--- src/hdl/peb_pkg.sv ---
// Constants for the peripheral interrupt enable bank.
// Assumes a single system clock and an AXI4-Lite register master.
//
// Notes on behaviour
// [RL1] Enable bit passes its flag, never alters it.
// [RL2] All implemented enable bits reset to zero.
// [RL3] First register: eight serial, timer, converter enables.
// [RL4] Second register: oscillator, serial, collision, voltage, timer3.
// [RL5] Bit 6 of registers two, three reads zero.
// [RL6] Third register: timer5, serial2, charge, capcmp, clock.
// [RL7] Serial2 receive/transmit enables are read-only zero; the code makes them writable when SER2_WRITABLE is set.
// [RL8] Fourth register: capcmp units ten down to three.
// [RL9] Small-memory parts lack capcmp ten and nine.
// [RL10] Without priority levels, global enable also required.
// [RL11] Software clears peripheral flags after servicing them.
// [RL12] One request: OR of flag AND enable.
package peb_pkg;

  // ==========================================================
  // Bus geometry.
  // ==========================================================
  localparam int ADDR_W = 8;
  localparam int DATA_W = 32;
  localparam logic [1:0] RESP_OKAY = 2'h0;
  localparam logic [1:0] RESP_SLVERR = 2'h2;

  // ==========================================================
  // Register offsets.
  // ==========================================================
  localparam logic [7:0] OFS_PERIPH_INT_ENABLE_1 = 8'h00;
  localparam logic [7:0] OFS_PERIPH_INT_ENABLE_2 = 8'h04;
  localparam logic [7:0] OFS_PERIPH_INT_ENABLE_3 = 8'h08;
  localparam logic [7:0] OFS_PERIPH_INT_ENABLE_4 = 8'h0c;
  localparam logic [7:0] OFS_GLOBAL_CTRL = 8'h10;
  localparam logic [7:0] OFS_FLAG_VIEW = 8'h14;
  localparam logic [7:0] OFS_EVENT_STATUS = 8'h18;
  localparam logic [7:0] OFS_EVENT_MASK = 8'h1c;
  localparam logic [7:0] OFS_REQUEST_VIEW = 8'h20;

  // ==========================================================
  // Field positions and implemented-bit masks.
  // ==========================================================
  localparam int BIT_PAR_SLAVE_RW_EN = 7;
  localparam int BIT_TIMER1_OVF_EN = 0;
  localparam int BIT_OSC_FAIL_EN = 7;
  localparam int BIT_UNIMPL = 6;
  localparam int BIT_SYNC_SERIAL2_EN = 5;
  localparam int BIT_TIMER3_GATE_EN = 0;
  localparam int BIT_TIMER5_GATE_EN = 7;
  localparam int BIT_SERIAL2_RX_EN = 5;
  localparam int BIT_SERIAL2_TX_EN = 4;
  localparam int BIT_RTC_ALARM_EN = 0;
  localparam int BIT_GLOBAL_PERIPH_INT_EN = 0;
  localparam int BIT_PRIORITY_LEVELS_EN = 1;
  localparam logic [7:0] MASK_EN1 = 8'hff;
  localparam logic [7:0] MASK_EN2 = 8'hbf;
  localparam logic [7:0] MASK_EN3_RW = 8'h8f;
  localparam logic [7:0] MASK_EN3_SER2 = 8'h30;
  localparam logic [7:0] MASK_EN4_FULL = 8'hff;
  localparam logic [7:0] MASK_EN4_SMALL = 8'h3f;
  localparam logic [1:0] MASK_CTRL = 2'h3;
  localparam logic [3:0] MASK_EVENT = 4'hf;

  // ==========================================================
  // Reset values.
  // ==========================================================
  localparam logic [7:0] RST_EN = 8'h00;
  localparam logic [1:0] RST_CTRL = 2'h0;
  localparam logic [3:0] RST_EVENT = 4'h0;

endpackage

--- src/hdl/peb_top.sv ---
// Peripheral interrupt enable bank with AXI4-Lite registers.
// Assumes peripheral flags are driven by logic on clk_sys_in.
`timescale 1ns/1ps
module peb_top
#(
  parameter bit SMALL_MEMORY = 1'b0,
  parameter bit SER2_WRITABLE = 1'b0
)
(
  // Clock and reset.
  input wire logic clk_sys_in,
  input wire logic rst_in,
  // AXI4-Lite write channels.
  input wire logic [peb_pkg::ADDR_W-1:0] s_axi_awaddr_in,
  input wire logic s_axi_awvalid_in,
  output logic s_axi_awready_out,
  input wire logic [peb_pkg::DATA_W-1:0] s_axi_wdata_in,
  input wire logic [3:0] s_axi_wstrb_in,
  input wire logic s_axi_wvalid_in,
  output logic s_axi_wready_out,
  output logic [1:0] s_axi_bresp_out,
  output logic s_axi_bvalid_out,
  input wire logic s_axi_bready_in,
  // AXI4-Lite read channels.
  input wire logic [peb_pkg::ADDR_W-1:0] s_axi_araddr_in,
  input wire logic s_axi_arvalid_in,
  output logic s_axi_arready_out,
  output logic [peb_pkg::DATA_W-1:0] s_axi_rdata_out,
  output logic [1:0] s_axi_rresp_out,
  output logic s_axi_rvalid_out,
  input wire logic s_axi_rready_in,
  // Peripheral request flags.
  input wire logic [7:0] periph_flags1_in,
  input wire logic [7:0] periph_flags2_in,
  input wire logic [7:0] periph_flags3_in,
  input wire logic [7:0] periph_flags4_in,
  // Requests toward the core and software.
  output logic periph_irq_out,
  output logic irq_out
);

  // ==========================================================
  // Declarations.
  // ==========================================================
  logic [7:0] en_reg [4];
  logic [7:0] flags [4];
  logic [7:0] gated [4];
  logic [1:0] ctrl_reg;
  logic [3:0] status_reg;
  logic [3:0] status_next;
  logic [3:0] mask_reg;
  logic [3:0] grp_req;
  logic [3:0] grp_req_reg;
  logic [3:0] grp_rise;
  logic [7:0] en4_mask;
  logic [7:0] en3_mask;
  logic any_req;
  logic gate_open;
  logic wr_stb;
  logic [peb_pkg::ADDR_W-1:0] wr_addr;
  logic [peb_pkg::DATA_W-1:0] wr_data;
  logic [3:0] wr_strb;
  logic wr_ok;
  logic wr_lane0;
  logic rd_stb;
  logic [peb_pkg::DATA_W-1:0] rd_data;
  logic rd_ok;

  // Implemented masks depend on the part variant.
  assign en4_mask = SMALL_MEMORY ? peb_pkg::MASK_EN4_SMALL
                                 : peb_pkg::MASK_EN4_FULL; // [RL9]
  assign en3_mask = SER2_WRITABLE
                  ? (peb_pkg::MASK_EN3_RW | peb_pkg::MASK_EN3_SER2)
                  : peb_pkg::MASK_EN3_RW; // [RL7]
  assign flags[0] = periph_flags1_in;
  assign flags[1] = periph_flags2_in;
  assign flags[2] = periph_flags3_in;
  assign flags[3] = periph_flags4_in;

  // ==========================================================
  // Bus front end.
  // ==========================================================
  peb_axil_slave u_slave
  (
    .clk_sys_in (clk_sys_in),
    .rst_in (rst_in),
    .awaddr_in (s_axi_awaddr_in),
    .awvalid_in (s_axi_awvalid_in),
    .awready_out (s_axi_awready_out),
    .wdata_in (s_axi_wdata_in),
    .wstrb_in (s_axi_wstrb_in),
    .wvalid_in (s_axi_wvalid_in),
    .wready_out (s_axi_wready_out),
    .bresp_out (s_axi_bresp_out),
    .bvalid_out (s_axi_bvalid_out),
    .bready_in (s_axi_bready_in),
    .araddr_in (s_axi_araddr_in),
    .arvalid_in (s_axi_arvalid_in),
    .arready_out (s_axi_arready_out),
    .rdata_out (s_axi_rdata_out),
    .rresp_out (s_axi_rresp_out),
    .rvalid_out (s_axi_rvalid_out),
    .rready_in (s_axi_rready_in),
    .wr_stb_out (wr_stb),
    .wr_addr_out (wr_addr),
    .wr_data_out (wr_data),
    .wr_strb_out (wr_strb),
    .wr_ok_in (wr_ok),
    .rd_stb_out (rd_stb),
    .rd_data_in (rd_data),
    .rd_ok_in (rd_ok)
  );

  // Registers are one byte wide, so only lane 0 can change them.
  assign wr_lane0 = wr_stb && wr_strb[0];

  // Write decode: known offsets answer OKAY, others SLVERR.
  always_comb
  begin
    unique case (wr_addr)
      peb_pkg::OFS_PERIPH_INT_ENABLE_1,
      peb_pkg::OFS_PERIPH_INT_ENABLE_2,
      peb_pkg::OFS_PERIPH_INT_ENABLE_3,
      peb_pkg::OFS_PERIPH_INT_ENABLE_4,
      peb_pkg::OFS_GLOBAL_CTRL,
      peb_pkg::OFS_FLAG_VIEW,
      peb_pkg::OFS_EVENT_STATUS,
      peb_pkg::OFS_EVENT_MASK,
      peb_pkg::OFS_REQUEST_VIEW: wr_ok = 1'b1;
      default: wr_ok = 1'b0;
    endcase
  end

  // Read mux; unused upper bits read as zero.
  always_comb
  begin
    rd_data = '0;
    rd_ok = 1'b1;
    unique case (s_axi_araddr_in)
      peb_pkg::OFS_PERIPH_INT_ENABLE_1: rd_data[7:0] = en_reg[0];
      peb_pkg::OFS_PERIPH_INT_ENABLE_2: rd_data[7:0] = en_reg[1];
      peb_pkg::OFS_PERIPH_INT_ENABLE_3: rd_data[7:0] = en_reg[2];
      peb_pkg::OFS_PERIPH_INT_ENABLE_4: rd_data[7:0] = en_reg[3];
      peb_pkg::OFS_GLOBAL_CTRL: rd_data[1:0] = ctrl_reg;
      peb_pkg::OFS_FLAG_VIEW:
        rd_data = {flags[3], flags[2], flags[1], flags[0]};
      peb_pkg::OFS_EVENT_STATUS: rd_data[3:0] = status_reg;
      peb_pkg::OFS_EVENT_MASK: rd_data[3:0] = mask_reg;
      peb_pkg::OFS_REQUEST_VIEW:
        rd_data = {gated[3], gated[2], gated[1], gated[0]};
      default: rd_ok = 1'b0;
    endcase
  end

  // ==========================================================
  // Enable registers.
  // ==========================================================
  // Writes keep only implemented bits; the rest stay zero.
  always_ff @(posedge clk_sys_in)
  begin
    if (rst_in)
    begin
      en_reg[0] <= peb_pkg::RST_EN; // [RL2]
      en_reg[1] <= peb_pkg::RST_EN; // [RL2]
      en_reg[2] <= peb_pkg::RST_EN; // [RL2]
      en_reg[3] <= peb_pkg::RST_EN; // [RL2]
    end
    else if (wr_lane0)
    begin
      if (wr_addr == peb_pkg::OFS_PERIPH_INT_ENABLE_1)
      begin
        en_reg[0] <= wr_data[7:0] & peb_pkg::MASK_EN1; // [RL3]
      end
      if (wr_addr == peb_pkg::OFS_PERIPH_INT_ENABLE_2)
      begin
        en_reg[1] <= wr_data[7:0] & peb_pkg::MASK_EN2; // [RL4] [RL5]
      end
      if (wr_addr == peb_pkg::OFS_PERIPH_INT_ENABLE_3)
      begin
        en_reg[2] <= wr_data[7:0] & en3_mask; // [RL6] [RL5] [RL7]
      end
      if (wr_addr == peb_pkg::OFS_PERIPH_INT_ENABLE_4)
      begin
        en_reg[3] <= wr_data[7:0] & en4_mask; // [RL8] [RL9]
      end
    end
  end

  // Global peripheral enable and priority-level selection.
  always_ff @(posedge clk_sys_in)
  begin
    if (rst_in)
    begin
      ctrl_reg <= peb_pkg::RST_CTRL;
    end
    else if (wr_lane0 && wr_addr == peb_pkg::OFS_GLOBAL_CTRL)
    begin
      ctrl_reg <= wr_data[1:0] & peb_pkg::MASK_CTRL;
    end
  end

  // ==========================================================
  // Request gating.
  // ==========================================================
  // Each flag is ANDed with its enable; flags are only read.
  genvar g;
  generate
    for (g = 0; g < 4; g++)
    begin : g_grp
      assign gated[g] = flags[g] & en_reg[g]; // [RL1]
      assign grp_req[g] = |gated[g]; // [RL12]
    end
  endgenerate

  // With priority levels off the global enable must be set too.
  assign gate_open = ctrl_reg[peb_pkg::BIT_PRIORITY_LEVELS_EN]
                   | ctrl_reg[peb_pkg::BIT_GLOBAL_PERIPH_INT_EN]; // [RL10]
  assign any_req = |grp_req; // [RL12]

  // The core request is registered to give a clean level.
  always_ff @(posedge clk_sys_in)
  begin
    if (rst_in)
    begin
      periph_irq_out <= 1'b0;
    end
    else
    begin
      periph_irq_out <= any_req && gate_open; // [RL12] [RL10]
    end
  end

  // ==========================================================
  // Software event status and mask.
  // ==========================================================
  // A group raises an event when its gated request appears.
  always_ff @(posedge clk_sys_in)
  begin
    if (rst_in)
    begin
      grp_req_reg <= peb_pkg::RST_EVENT;
    end
    else
    begin
      grp_req_reg <= grp_req;
    end
  end

  assign grp_rise = grp_req & ~grp_req_reg;

  // Writing one clears a bit, but a new event in that cycle wins.
  always_comb
  begin
    status_next = status_reg;
    if (wr_lane0 && wr_addr == peb_pkg::OFS_EVENT_STATUS)
    begin
      status_next = status_reg & ~wr_data[3:0];
    end
    status_next = status_next | grp_rise;
  end

  // Status and mask storage.
  always_ff @(posedge clk_sys_in)
  begin
    if (rst_in)
    begin
      status_reg <= peb_pkg::RST_EVENT;
      mask_reg <= peb_pkg::RST_EVENT;
    end
    else
    begin
      status_reg <= status_next;
      if (wr_lane0 && wr_addr == peb_pkg::OFS_EVENT_MASK)
      begin
        mask_reg <= wr_data[3:0] & peb_pkg::MASK_EVENT;
      end
    end
  end

  // Interrupt line is high while any unmasked status bit is set.
  assign irq_out = |(status_reg & mask_reg);

  // ==========================================================
  // Assertions.
  // ==========================================================
  // Enables are all zero right after reset release.
  a_reset_clears_en: // [RL2]
    assert property (@(posedge clk_sys_in) disable iff (rst_in)
      $fell(rst_in) |-> (en_reg[0] == 8'h00 && en_reg[1] == 8'h00
        && en_reg[2] == 8'h00 && en_reg[3] == 8'h00
        && !periph_irq_out))
    else $error("Enable bits not cleared by reset.");

  // An enabled flag of the first group with the gate open raises the core request.
  a_enabled_flag_irq: // [RL1]
    assert property (@(posedge clk_sys_in) disable iff (rst_in)
      (|(flags[0] & en_reg[0]) && gate_open) |=> periph_irq_out)
    else $error("Enabled flag did not raise the request.");

  // No enabled flag means no request one cycle later.
  a_no_req_quiet: // [RL12]
    assert property (@(posedge clk_sys_in) disable iff (rst_in)
      (gated[0] == 8'h00 && gated[1] == 8'h00 && gated[2] == 8'h00
        && gated[3] == 8'h00) |=> !periph_irq_out)
    else $error("Request raised with no enabled flag.");

  // The global enable blocks all requests without priority levels.
  a_global_gate: // [RL10]
    assert property (@(posedge clk_sys_in) disable iff (rst_in)
      (ctrl_reg == 2'h0) [*2] |-> !periph_irq_out)
    else $error("Request passed a closed global gate.");

  // Bit 6 of the second and third registers stays zero.
  a_bit6_zero: // [RL5]
    assert property (@(posedge clk_sys_in) disable iff (rst_in)
      !en_reg[1][peb_pkg::BIT_UNIMPL] && !en_reg[2][peb_pkg::BIT_UNIMPL])
    else $error("Unimplemented bit 6 reads as one.");

  // Serial2 enables stay zero when they are read-only.
  a_ser2_readonly: // [RL7]
    assert property (@(posedge clk_sys_in) disable iff (rst_in)
      !SER2_WRITABLE |-> (en_reg[2][peb_pkg::BIT_SERIAL2_RX_EN] == 1'b0
        && en_reg[2][peb_pkg::BIT_SERIAL2_TX_EN] == 1'b0))
    else $error("Read-only serial2 enable changed.");

  // Small parts never show capcmp ten or nine enabled.
  a_small_memory: // [RL9]
    assert property (@(posedge clk_sys_in) disable iff (rst_in)
      SMALL_MEMORY |-> en_reg[3][7:6] == 2'h0)
    else $error("Absent capcmp enable became set.");

  // A lane-0 write to the first register lands all eight bits.
  a_reg1_write: // [RL3]
    assert property (@(posedge clk_sys_in) disable iff (rst_in)
      (wr_lane0 && wr_addr == peb_pkg::OFS_PERIPH_INT_ENABLE_1)
      |=> en_reg[0] == $past(wr_data[7:0]))
    else $error("First enable register write lost.");

  // A write to the second register keeps its documented bits.
  a_reg2_write: // [RL4]
    assert property (@(posedge clk_sys_in) disable iff (rst_in)
      (wr_lane0 && wr_addr == peb_pkg::OFS_PERIPH_INT_ENABLE_2)
      |=> en_reg[1] == ($past(wr_data[7:0]) & peb_pkg::MASK_EN2))
    else $error("Second enable register write wrong.");

  // The MASK_EN3_RW bits of the third register follow a write.
  a_reg3_write: // [RL6]
    assert property (@(posedge clk_sys_in) disable iff (rst_in)
      (wr_lane0 && wr_addr == peb_pkg::OFS_PERIPH_INT_ENABLE_3)
      |=> (en_reg[2] & peb_pkg::MASK_EN3_RW)
        == ($past(wr_data[7:0]) & peb_pkg::MASK_EN3_RW))
    else $error("Third enable register write wrong.");

  // The fourth register holds all implemented capcmp enables.
  a_reg4_write: // [RL8]
    assert property (@(posedge clk_sys_in) disable iff (rst_in)
      (wr_lane0 && wr_addr == peb_pkg::OFS_PERIPH_INT_ENABLE_4)
      |=> en_reg[3] == ($past(wr_data[7:0]) & $past(en4_mask)))
    else $error("Fourth enable register write wrong.");

  // A new event of the first group sets its status bit even during a clear.
  a_event_sticky:
    assert property (@(posedge clk_sys_in) disable iff (rst_in)
      grp_rise[0] |=> status_reg[0] ##1 (status_reg[0]
        || $past(wr_lane0 && wr_addr == peb_pkg::OFS_EVENT_STATUS)))
    else $error("Group event lost from status.");

  // A completed write is answered on the next cycle.
  a_write_answer:
    assert property (@(posedge clk_sys_in) disable iff (rst_in)
      wr_stb |=> s_axi_bvalid_out && s_axi_bresp_out == (wr_ok
        ? peb_pkg::RESP_OKAY : peb_pkg::RESP_SLVERR) [*1])
    else $error("Write response missing or wrong.");

endmodule

--- src/hdl/peb_axil_slave.sv ---
// AXI4-Lite slave front end for the enable bank.
// Assumes a master on clk_sys_in; decode is done by the parent.
`timescale 1ns/1ps
module peb_axil_slave
(
  // Clock and reset.
  input wire logic clk_sys_in,
  input wire logic rst_in,
  // Write channels.
  input wire logic [peb_pkg::ADDR_W-1:0] awaddr_in,
  input wire logic awvalid_in,
  output logic awready_out,
  input wire logic [peb_pkg::DATA_W-1:0] wdata_in,
  input wire logic [3:0] wstrb_in,
  input wire logic wvalid_in,
  output logic wready_out,
  output logic [1:0] bresp_out,
  output logic bvalid_out,
  input wire logic bready_in,
  // Read channels.
  input wire logic [peb_pkg::ADDR_W-1:0] araddr_in,
  input wire logic arvalid_in,
  output logic arready_out,
  output logic [peb_pkg::DATA_W-1:0] rdata_out,
  output logic [1:0] rresp_out,
  output logic rvalid_out,
  input wire logic rready_in,
  // Register side.
  output logic wr_stb_out,
  output logic [peb_pkg::ADDR_W-1:0] wr_addr_out,
  output logic [peb_pkg::DATA_W-1:0] wr_data_out,
  output logic [3:0] wr_strb_out,
  input wire logic wr_ok_in,
  output logic rd_stb_out,
  input wire logic [peb_pkg::DATA_W-1:0] rd_data_in,
  input wire logic rd_ok_in
);

  logic aw_full_reg;
  logic w_full_reg;

  // Address and data are taken in either order, then held.
  assign awready_out = !aw_full_reg && !bvalid_out;
  assign wready_out = !w_full_reg && !bvalid_out;
  assign wr_stb_out = aw_full_reg && w_full_reg && !bvalid_out;
  assign arready_out = !rvalid_out;
  assign rd_stb_out = arvalid_in && arready_out;

  // Write capture and response.
  always_ff @(posedge clk_sys_in)
  begin
    if (rst_in)
    begin
      aw_full_reg <= 1'b0;
      w_full_reg <= 1'b0;
      bvalid_out <= 1'b0;
      bresp_out <= peb_pkg::RESP_OKAY;
      wr_addr_out <= '0;
      wr_data_out <= '0;
      wr_strb_out <= 4'h0;
    end
    else
    begin
      if (awvalid_in && awready_out)
      begin
        aw_full_reg <= 1'b1;
        wr_addr_out <= awaddr_in;
      end
      if (wvalid_in && wready_out)
      begin
        w_full_reg <= 1'b1;
        wr_data_out <= wdata_in;
        wr_strb_out <= wstrb_in;
      end
      if (wr_stb_out)
      begin
        aw_full_reg <= 1'b0;
        w_full_reg <= 1'b0;
        bvalid_out <= 1'b1;
        bresp_out <= wr_ok_in ? peb_pkg::RESP_OKAY : peb_pkg::RESP_SLVERR;
      end
      else if (bvalid_out && bready_in)
      begin
        bvalid_out <= 1'b0;
      end
    end
  end

  // Read data is registered at the same edge that takes the address.
  always_ff @(posedge clk_sys_in)
  begin
    if (rst_in)
    begin
      rvalid_out <= 1'b0;
      rdata_out <= '0;
      rresp_out <= peb_pkg::RESP_OKAY;
    end
    else if (rd_stb_out)
    begin
      rvalid_out <= 1'b1;
      rdata_out <= rd_data_in;
      rresp_out <= rd_ok_in ? peb_pkg::RESP_OKAY : peb_pkg::RESP_SLVERR;
    end
    else if (rvalid_out && rready_in)
    begin
      rvalid_out <= 1'b0;
    end
  end

endmodule

--- config.mk ---
export PLATFORM = sky130hd
export DESIGN_NAME = peb_top
export DESIGN_NICKNAME = d
export VERILOG_FILES = /design/src/hdl/peb_pkg.sv /design/src/hdl/peb_top.sv /design/src/hdl/peb_axil_slave.sv
export SDC_FILE = /design/constraint.sdc
export NUM_CORES = 1
export LEC_CHECK = 0
export BUFFER_PORTS_ARGS = -buffer_cell sky130_fd_sc_hd__buf_2
export CORE_UTILIZATION = 50
export DETAILED_ROUTE_END_ITERATION = 10
export GPL_TIMING_DRIVEN = 0
export PLACE_DENSITY = 0.73
export SETUP_SLACK_MARGIN = 0.02
export SYNTH_ARGS = -nofsm -noshare
export SYNTH_HDL_FRONTEND = slang
export SYNTH_HIERARCHICAL = 1
export SYNTH_SLANG_ARGS = --single-unit
--- constraint.sdc ---
create_clock -name clk_sys_in -period 6.9 [get_ports clk_sys_in]
set_clock_uncertainty 0.2 [all_clocks]
set_input_delay 1.38 -clock clk_sys_in [delete_from_list [all_inputs] [get_ports clk_sys_in]]
set_output_delay 1.38 -clock clk_sys_in [all_outputs]
set_load 0.1 [all_outputs]
* Yosys cells after proc, flatten, opt, wreduce, memory -nomap -nowiden
Memory sizes are Yosys's and may differ from the RTL's.
Cells that the tools add are included.
** Storage, ports and cells
- Bits of input ports :: 91
- Bits in writable memories :: 32
- Register bits :: 72
- Output and inout bits :: 43
- Word-level logic and storage cells :: 113
- Memories :: 1
** Memory list
- en_reg :: words 4, bits a word 8, rd ports 4, clocked after memory_dff 0, write ports 4, line peb_top.sv:45 : logic [7:0] en_reg [4];
** Cells by class
- Muxes and demuxes :: 35
- Reduce and logical (&&, ||, !) cells :: 31
- Eq/ne operators :: 16
- Bitwise gates (word level) :: 15
** Operators with widths (count)
- equality test 8 x 5 -> 1 bit, second input constant :: 8
- case mux 24 bit (2 select lines) :: 1
- AND 8 bit :: 4
- equality test 8 x 4 -> 1 bit, second input constant :: 4
- two-way mux 8 bit :: 4
- OR reduction 32 bit :: 1
- OR reduction 8 bit :: 4
- two-way mux 1 bit :: 24
- case mux 4 bit (6 select lines) :: 1
- case mux 2 bit (9 select lines) :: 1
- OR reduction 9 bit :: 2
- equality test 8 x 3 -> 1 bit, second input constant :: 2
- equality test 8 x 6 -> 1 bit, second input constant :: 2
- zero test 8 bit :: 2
- case mux 2 bit (8 select lines) :: 1
- logical AND 1 bit :: 14
- AND 4 bit :: 3
- inverter 4 bit :: 2
- OR 1 bit :: 5
- zero test 1 bit :: 4
- two-way mux 2 bit :: 2
- two-way mux 4 bit :: 1
- OR 4 bit :: 1
- nonzero test 2 bit :: 2
- 2 further kinds :: 2

* Logic depth before layout (Yosys ltp)
Gate-level depths: netlist of the first run.
- Depth after elaboration :: 7
- Mapped depth :: 9
- Gate-level depth less buffers :: 6

* Cells and area by module
The synthesis of the first run kept the hierarchy.
** Modules (own cells, without submodules)
- peb_axil_slave :: seq. area each 1641.6 um^2, cells each 363, times used 1, area an instance 2916.5 um^2
- peb_top :: seq. area each 1141.1 um^2, cells each 267, times used 1, area an instance 2662.6 um^2

* Worst setup path before layout of the first run
No wires, ideal clock.
- Path type :: flip-flop to output port
- Start :: register u_slave.bvalid_out
- End :: output s_axi_awready_out
- Data required time :: 5.320 ns
- Cell stages (with the launch flop) :: 3
- Buffers on the path :: 1
- Arrival time :: 2.187 ns
- Path slack :: 3.133 ns
- Cell sequence :: dfxtp_1 -> buf_6 -> nor2_1
** On the way
- Longest elaborated chain between the ends :: 2
** Ends and longest elaborated chain
- from (decl) :: line peb_axil_slave.sv:18 : output logic bvalid_out,
- from (signal assigned) :: line peb_axil_slave.sv:56 : bvalid_out <= 1'b0;
- from (signal assigned) :: line peb_axil_slave.sv:79 : bvalid_out <= 1'b1;
- from (signal assigned) :: line peb_axil_slave.sv:84 : bvalid_out <= 1'b0;
- zero test 1 bit :: line peb_axil_slave.sv:43 : assign awready_out = !aw_full_reg && !bvalid_out;
- logical AND 1 bit :: line peb_axil_slave.sv:43
- to (decl) :: line peb_top.sv:16 : output logic s_axi_awready_out,
No other way between the ends.

* Worst setup path in the final report of the first run
- Start :: input s_axi_araddr_in[7] (netlist bit)
- End :: register u_slave/rdata_out[31] (netlist bit)
** On the way
- Longest elaborated chain between the ends :: 2
- Elaborated cells on any way between the ends :: 3
- Classes of those cells :: eq/ne: 2; mux: 1
** Ends and longest elaborated chain
- from (decl) :: line peb_top.sv:25 : input wire logic [peb_pkg::ADDR_W-1:0] s_axi_araddr_in,
- equality test 8 x 6 -> 1 bit / equality test 8 x 5 -> 1 bit (equally long branches) :: line peb_top.sv:139 : unique case (s_axi_araddr_in)
- case mux 24 bit (2 select lines) (*) :: line peb_top.sv:139
- via rd_data, one bit :: line peb_top.sv:66 : logic [peb_pkg::DATA_W-1:0] rd_data;
- to (signal assigned) :: line peb_axil_slave.sv:101 : rdata_out <= rd_data_in;
- to (decl) :: line peb_axil_slave.sv:24 : output logic [peb_pkg::DATA_W-1:0] rdata_out,
Mark *: on every way through the listed nets, which the timed path passes. The rest lies on a longest branch.
A chain may end at the register's enable or synchronous reset.

==> results of run 1 <==
layer usage:
layer,part of all wire,up-vias
met5,0,-
met4,0.028,0
met3,0.057,22
met2,0.47,161
met1,0.45,1902
li1,-,2038
cell usage in the layout, fill, tap and decap left out, types with 10 or more instances in the layout:
| cell | n |
|---|---|
| sky130_fd_sc_hd__a21oi_1 | 76 |
| sky130_fd_sc_hd__a22oi_1 | 10 |
| sky130_fd_sc_hd__and2_1 | 32 |
| sky130_fd_sc_hd__buf_2 | 110 |
| sky130_fd_sc_hd__clkbuf_1 | 16 |
| sky130_fd_sc_hd__clkbuf_8 | 10 |
| sky130_fd_sc_hd__dfxtp_1 | 70 |
| sky130_fd_sc_hd__edfxtp_1 | 28 |
| sky130_fd_sc_hd__mux2i_1 | 11 |
| sky130_fd_sc_hd__nand2_1 | 108 |
| sky130_fd_sc_hd__nor2_1 | 20 |
| sky130_fd_sc_hd__nor2b_1 | 20 |
through the flow:
step	total power, mW	util
6_report	1.20	0.625
5_1_grt	1.24	0.625
4_1_cts	1.20	0.624
3_5_place_dp	0.804	0.600
3_3_place_gp	0.801	0.600
2_1_floorplan	0.751	-
final cells by class:
cell class	instances	area, um^2
Multi-Input combinational cell	373	2180
Clock inverter	6	87.6
Fill cell	798	3340
Tap cell	108	135
Inverter	10	37.5
Clock buffer	10	128
Timing Repair Buffer	100	500
Buffer	41	240
Sequential cell	98	2240
critical path: stages:
cell	delay, ps
sky130_fd_sc_hd__buf_2	90
sky130_fd_sc_hd__or4_1	530
sky130_fd_sc_hd__buf_2	180
sky130_fd_sc_hd__nor3_2	180
sky130_fd_sc_hd__buf_2	250
sky130_fd_sc_hd__buf_2	290
sky130_fd_sc_hd__a21oi_1	70
sky130_fd_sc_hd__nor2b_1	130
sky130_fd_sc_hd__nand2_1	60
sky130_fd_sc_hd__a21oi_1	110
power breakdown:
part           total, mW  switching [mW]  internal, mW  leakage, nW
combinational      0.158           0.101        0.0570         1.28
sequential         0.633          0.0225         0.611        0.859
clock              0.408           0.202         0.206        0.111
total               1.20           0.326         0.874         2.25
path summary, 6_finish.rpt:
check / startpoint / to / slack [ps]
max: s_axi_araddr_in[7] / u_slave/rdata_out[31] / 3720
min: grp_req_reg[0] / status_reg[0] / 240
min reg2reg: grp_req_reg[0] / status_reg[0] / 240
max reg2reg: u_slave/wr_addr_out[1] / en_reg[0][0] / 4080
==> run metrics, run 1 <==
number of top-level design ports=between 100 and 150; CTS sink cnt=98; layout cells sized above 1=0.251; Data arrival, critical path=3270 ps; Overflow after GRT=0; final instance count without filler cells=between 700 and 800; met1 Use GR=0.342; vias in the first global route=3889; buffer cell driving the clock tree root=sky130_fd_sc_hd__clkbuf_8; fin crit period=about 3200 ps; sum of negative setup slack=0 ps; worst-case hold slack=237 ps; # Post-CTS Setup Buffers=0; most utilized layer in the global route result=met2; width of the die=a little under 100 um; # setup viols final=0; Tcrit/Tclk final=0.460; setup repair after global routing missed its margin=false; Fmax achieved=~310 MHz; final max-slew violation count=0; number of hold violations in the final report=0; minimum setup slack after placement=3360 ps; category of the worst setup path capture point=flop; Antenna diodes=0; post-synthesis instance area=0.00469 mm^2; TritonRoute pass-1 iters=4; via/cell ratio=between 5 and 6; starting density of the core=0.528; register clock-pin slew on the reported worst setup and hold paths=90 ps; final setup slack of the worst path=about 3700 ps; Worst Path Required=around 7000 ps; floorplan die area=between 0.009 and 0.01 mm^2; placeable core region=around 0.009 mm^2; DR WL/cell=around 16 um; leak pwr=about 2.3 nW; CTS tree=done; buffer depth of the longest clock path=2; Worst IR Drop VDD=roughly 0.11 mV; maximum level of the CTS H-tree=3; maximum number of pins on one net before global-route repair=17; synthesized area per cell=roughly 9 um^2; combined global-route utilization of all metal layers=0.263; first-pass GRT wire length=roughly 20000 um; initial antenna violation count=0; Core Rows=34; I/O Buffers=100; Die Y=a little under 100 um; number of gates resized after cts=0; detailed placement HPWL=around 9500 um; YS warnings=6; gpl congestion=0.918; power per cell area=216 mW/mm^2; slew of the pin with the lowest slew margin=between 1000 and 1500 ps; max reg flops=32; outcome=completed; DRT Wirelength=between 10000 and 15000 um; hold path depth=1; reg2reg path depth=3; final-stage net count=between 700 and 800; met2 Track Usage GR=0.439; detailed router's first-iteration violation count=~160; max-cap violation count=0; post-route cell area=~0.0056 mm^2; DRC violation count after routing=0; post-placement cell area=0.00533 mm^2; met3 demand-to-capacity share in global routing=0.0397; Synth-to-Final Area Change=18.3%; insertion delay to the later sink of the worst-skew pair=approximately 360 ps; category of the most critical setup path=input port to flop; maximum fanout encountered on the critical timing path=10; kind of start point of the critical path=input port; number of routed nets with antenna violations=0; # placed instances=between 700 and 800; total via count after detailed routing=about 4.1k; normalized max-slew margin=0.233; cts hold-fix bufs=0; number of standard cells after synthesis=521; type of the worst min-delay path=flop to flop; number of CTS-inserted buffers=9
Power figures use the tool's default switching activity.
==> run 2: changes to the inputs <==
ABC_AREA = 1   (was default)
PLACE_DENSITY = 0.72   (was 0.73)
clock period = 3.05 ns   (was 6.9 ns; I/O delays follow)
==> run 2 against run 1 <==
  * Sequential power grew 130%
  * Sequential share of layout area decreased by 1.9 points
  * Critical endpoint is now en_reg[0][0]
  * Final area increased by 4.9%
==> run metrics, run 2 <==
outcome=completed; Core Rows=35 (+2.9%); maximum fanout encountered on the critical timing path=8 (-2); initial antenna violation count=0 (unchanged); vias in the first global route=4436 (+14%); number of standard cells after synthesis=715 (+37%); DRC violation count after routing=0 (unchanged); CTS sink cnt=98 (unchanged); Data arrival, critical path=2570 ps (-700 ps); number of top-level design ports=134 (unchanged); Worst Path Required=2830 ps (-4170 ps); buffer depth of the longest clock path=2 (unchanged); leak pwr=2.80 nW (+24%); number of routed nets with antenna violations=0 (unchanged); sum of negative setup slack=0 ps (unchanged); final-stage net count=920 (+27%); max reg flops=32 (unchanged); maximum number of pins on one net before global-route repair=18 (+1); layout cells sized above 1=0.201 (-0.0493); max-cap violation count=0 (unchanged); detailed placement HPWL=10700 um (+12%); cts hold-fix bufs=0 (unchanged); maximum level of the CTS H-tree=3 (unchanged); TritonRoute pass-1 iters=5 (+1); buffer cell driving the clock tree root=sky130_fd_sc_hd__clkbuf_8; placeable core region=0.00942 mm^2 (+5.9%); starting density of the core=0.527 (-0.000688); # Post-CTS Setup Buffers=0 (unchanged); register clock-pin slew on the reported worst setup and hold paths=100 ps (about the same); Fmax achieved=359 MHz; # setup viols final=0 (unchanged); synthesized area per cell=6.94 um^2 (-23%); via/cell ratio=5.06 (-8.4%); number of hold violations in the final report=0 (unchanged); fin crit period=2790 ps; total via count after detailed routing=4874 (+18%); Worst IR Drop VDD=0.304 mV (+180%); DR WL/cell=13.8 um (-15%); post-synthesis instance area=0.00496 mm^2 (+5.8%); number of gates resized after cts=0 (unchanged); width of the die=102 um (+2.8%); first-pass GRT wire length=21300 um (+8.5%); category of the worst setup path capture point=flop; I/O Buffers=102 (+2.0%); floorplan die area=0.0103 mm^2 (+5.6%); worst-case hold slack=227 ps (-9.41 ps); most common cell after layout, fill and taps aside=sky130_fd_sc_hd__nor2_1; Design Power=2.95 mW (+150%); minimum setup slack after placement=331 ps (-3020 ps); type of the worst min-delay path=flop to flop; Die Y=102 um (+2.8%); DRT Wirelength=13300 um (+9.8%); kind of start point of the critical path=flop; power per cell area=506 mW/mm^2 (+130%); number of CTS-inserted buffers=9 (unchanged); YS warnings=6 (unchanged); final max-slew violation count=0 (unchanged); Overflow after GRT=0 (unchanged); most frequent cells in the layout=172 x sky130_fd_sc_hd__nor2_1, 146 x sky130_fd_sc_hd__nand2_1, 123 x sky130_fd_sc_hd__buf_2; final setup slack of the worst path=261 ps (-3460 ps); insertion delay to the later sink of the worst-skew pair=360 ps (about the same); CTS tree=done; Antenna diodes=0 (unchanged); normalized max-slew margin=0.185 (-0.0483); combined global-route utilization of all metal layers=0.273 (+0.00980); gpl congestion=0.903 (-1.6%); setup repair after global routing missed its margin=false; slew of the pin with the lowest slew margin=1210 ps (+70.2 ps); category of the most critical setup path=flop to flop; detailed router's first-iteration violation count=265 (+70%); Synth-to-Final Area Change=17.4%; Tcrit/Tclk final=0.914
==> run 2: cell type report <==
cell class	count	area, um^2
multi-input cells	511	2270
fillers	947	3590
clock inverters	5	33.8
clock buffers	11	153
plain buffers	38	199
flip-flops and latches	98	2240
well taps	129	161
repair buffers	102	510
inverters	69	259
==> run 2: layer usage <==
layer	track usage	wire [um]	up-vias
met3	0.0524	818	25
met5	0	0	-
met1	0.343	5850	2193
met4	0.101	241	0
met2	0.465	6420	160
li1	-	-	2496
==> run 2: through the flow <==
stage,std cells,cell area (um^2),utilization
2_1_floorplan,716,4970,-
3_3_place_gp,947,5640,0.599
3_5_place_dp,947,5640,0.599
4_1_cts,963,5830,0.619
5_1_grt,963,5830,0.619
6_report,963,5830,0.619
==> run 2: path summary, 6_finish.rpt <==
check        cells after the start  slack (ps)                from             to
max                              8         260  u_slave/w_full_reg   en_reg[0][0]
min                              1         230      grp_req_reg[0]  status_reg[0]
max reg2reg                      8         260  u_slave/w_full_reg   en_reg[0][0]
min reg2reg                      1         230      grp_req_reg[0]  status_reg[0]
==> run 2: critical path, cell delays in order (launching register included) <==
cell                      delay, ps
sky130_fd_sc_hd__dfxtp_1        440
sky130_fd_sc_hd__nand2_1        110
sky130_fd_sc_hd__nor2_1         220
sky130_fd_sc_hd__nand2_1         90
sky130_fd_sc_hd__inv_1          140
sky130_fd_sc_hd__nand2_1        150
sky130_fd_sc_hd__nor2_1         150
sky130_fd_sc_hd__inv_1           50
sky130_fd_sc_hd__o21ai_0        870
==> run 2: power by group <==
group | switching (mW) | internal (mW) | total (mW)
combinational | 0.506 | 0.151 | 0.657
clock | 0.463 | 0.351 | 0.814
sequential | 0.0578 | 1.42 | 1.47
total | 1.03 | 1.92 | 2.95
==> run 3: changes to the inputs <==
ABC_AREA = 0   (was 1)
CORE_UTILIZATION = 45   (was 50)
PLACE_DENSITY = 0.67   (was 0.72)
==> run 3 against run 2 <==
  * Final area is 4.5% lower
  * Non-clock buffer count is 1 higher
  * Global-route usage is 4.5 points lower
  * Utilization is 6.0 points lower
  * Clock power is 3.9% higher
  * Fmax is 1.9% lower
  * Via count is 16% lower
  * Die area is 5.0% higher
  * First-iteration DRC count is 39% lower
  * Wire length is 8.7% lower
  * Count of clock-buffer cells in the layout is 1 higher
  * Final cell count is 20% lower
  * Critical path type unchanged
  * Largest cell class is now sequential cells
  * Largest power group unchanged
==> run metrics, run 3 (synthesis gave the netlist of run 1 again) <==
Worst IR Drop VDD=0.230 mV (-24%); most utilized layer in the global route result=met2; Data arrival, critical path=2630 ps (+60 ps); setup repair after global routing missed its margin=false; final setup slack of the worst path=208 ps (-53.6 ps); power per cell area=474 mW/mm^2 (-6.3%); buffer depth of the longest clock path=2 (unchanged); Worst Path Required=2840 ps (about the same); minimum setup slack after placement=201 ps (-131 ps); leak pwr=2.24 nW (-20%); via/cell ratio=5.33 (+5.3%); Fmax achieved=352 MHz (-1.9%); Synth-to-Final Area Change=18.5%; kind of start point of the critical path=flop; buffer cell driving the clock tree root=sky130_fd_sc_hd__clkbuf_8; fin crit period=2840 ps (+53.6 ps); starting density of the core=0.471 (-0.0557); detailed placement HPWL=9570 um (-10%); TritonRoute pass-1 iters=5 (unchanged); maximum fanout encountered on the critical timing path=7 (-1); max reg flops=32 (unchanged); # setup viols final=0 (unchanged); placeable core region=0.00995 mm^2 (+5.7%); final-stage net count=724 (-21%); number of CTS-inserted buffers=9 (unchanged); gpl congestion=0.918 (+1.6%); total via count after detailed routing=4108 (-16%); Overflow after GRT=0 (unchanged); slew of the pin with the lowest slew margin=1100 ps (-112 ps); register clock-pin slew on the reported worst setup and hold paths=100 ps (about the same); Core Rows=36 (+2.9%); Die Y=104 um (+2.4%); maximum level of the CTS H-tree=3 (unchanged); fill count=965 (+1.9%); DRC violation count after routing=0 (unchanged); final max-slew violation count=0 (unchanged); sum of negative setup slack=0 ps (unchanged); width of the die=104 um (+2.4%); type of the worst min-delay path=flop to flop; floorplan die area=0.0108 mm^2 (+5.0%); I/O Buffers=100 (-2.0%); combined global-route utilization of all metal layers=0.228 (-0.0451); DRT Wirelength=12200 um (-8.7%); category of the most critical setup path=flop to flop; normalized max-slew margin=0.262 (+0.0772); met2 Track Usage GR=0.386 (-0.0790); outcome=completed; number of top-level design ports=134 (unchanged); number of routed nets with antenna violations=0 (unchanged); cts hold-fix bufs=0 (unchanged); Tcrit/Tclk final=0.932 (+0.0176); Antenna diodes=0 (unchanged); insertion delay to the later sink of the worst-skew pair=370 ps (about the same); CTS sink cnt=98 (unchanged); CTS tree=done; most frequent cells in the layout=110 x sky130_fd_sc_hd__buf_2, 108 x sky130_fd_sc_hd__nand2_1, 76 x sky130_fd_sc_hd__a21oi_1; DR WL/cell=15.8 um (+14%); met1 Use GR=0.294 (-0.0492); number of gates resized after cts=0 (unchanged); max-cap violation count=0 (unchanged); maximum number of pins on one net before global-route repair=17 (-1); number of hold violations in the final report=0 (unchanged); initial antenna violation count=0 (unchanged); first-pass GRT wire length=19300 um (-9.4%); met3 demand-to-capacity share in global routing=0.0451 (-0.00734); detailed router's first-iteration violation count=162 (-39%); # Post-CTS Setup Buffers=0 (unchanged); vias in the first global route=3844 (-13%); layout cells sized above 1=0.248 (+0.0462); most common cell after layout, fill and taps aside=sky130_fd_sc_hd__buf_2; category of the worst setup path capture point=flop
[run 3: area by class of cell]
cell class / instances / area (um^2) / share of cell area
Sequential cell: 98 / 2240 / 0.403
Multi-Input combinational cell: 373 / 2180 / 0.391
Timing Repair Buffer: 100 / 500 / 0.0900
Buffer: 41 / 240 / 0.0432
Tap cell: 133 / 166 / 0.0299
Clock buffer: 12 / 145 / 0.0261
Clock inverter: 4 / 52.6 / 0.00945
Inverter: 10 / 37.5 / 0.00675
[run 3: power by group]
| group | internal [mW] | switching, mW | leakage [nW] |
|---|---|---|---|
| sequential | 1.38 | 0.0507 | 0.859 |
| clock | 0.404 | 0.441 | 0.101 |
| combinational | 0.129 | 0.229 | 1.28 |
[run 3: critical path: stages (launching register included)]
cell	delay, ps
sky130_fd_sc_hd__dfxtp_1	330
sky130_fd_sc_hd__or4_4	570
sky130_fd_sc_hd__or4_4	490
sky130_fd_sc_hd__o21ai_0	860
[run 3: per-layer routing]
metal / part of all wire / vias to the layer above
li1: - / 2031
met1: 0.46 / 1935
met2: 0.47 / 126
met3: 0.047 / 16
met4: 0.019 / 0
met5: 0 / -
[run 3: path summary, 6_finish.rpt]
path	from	endpoint	slack (ps)	cells after the start
min reg2reg	grp_req_reg[2]	status_reg[2]	240	1
max	u_slave/wr_addr_out[1]	en_reg[1][2]	210	3
max reg2reg	u_slave/wr_addr_out[1]	en_reg[1][2]	210	3
min	grp_req_reg[2]	status_reg[2]	240	1
[run 3: stage by stage]
| stage | util | total power, mW | instances | hold slack (ps) | area [um^2] |
|---|---|---|---|---|---|
| final | 0.559 | 2.64 | 771 | 244 | 5560 |
| after global routing | 0.559 | 2.74 | 771 | 260 | 5560 |
| after CTS | 0.559 | 2.65 | 771 | 242 | 5560 |
| after detailed placement | 0.539 | 1.82 | 755 | 222 | 5360 |
| after global placement | 0.539 | 1.81 | 755 | 215 | 5360 |
| after floorplan | - | 1.70 | 522 | 212 | 4700 |
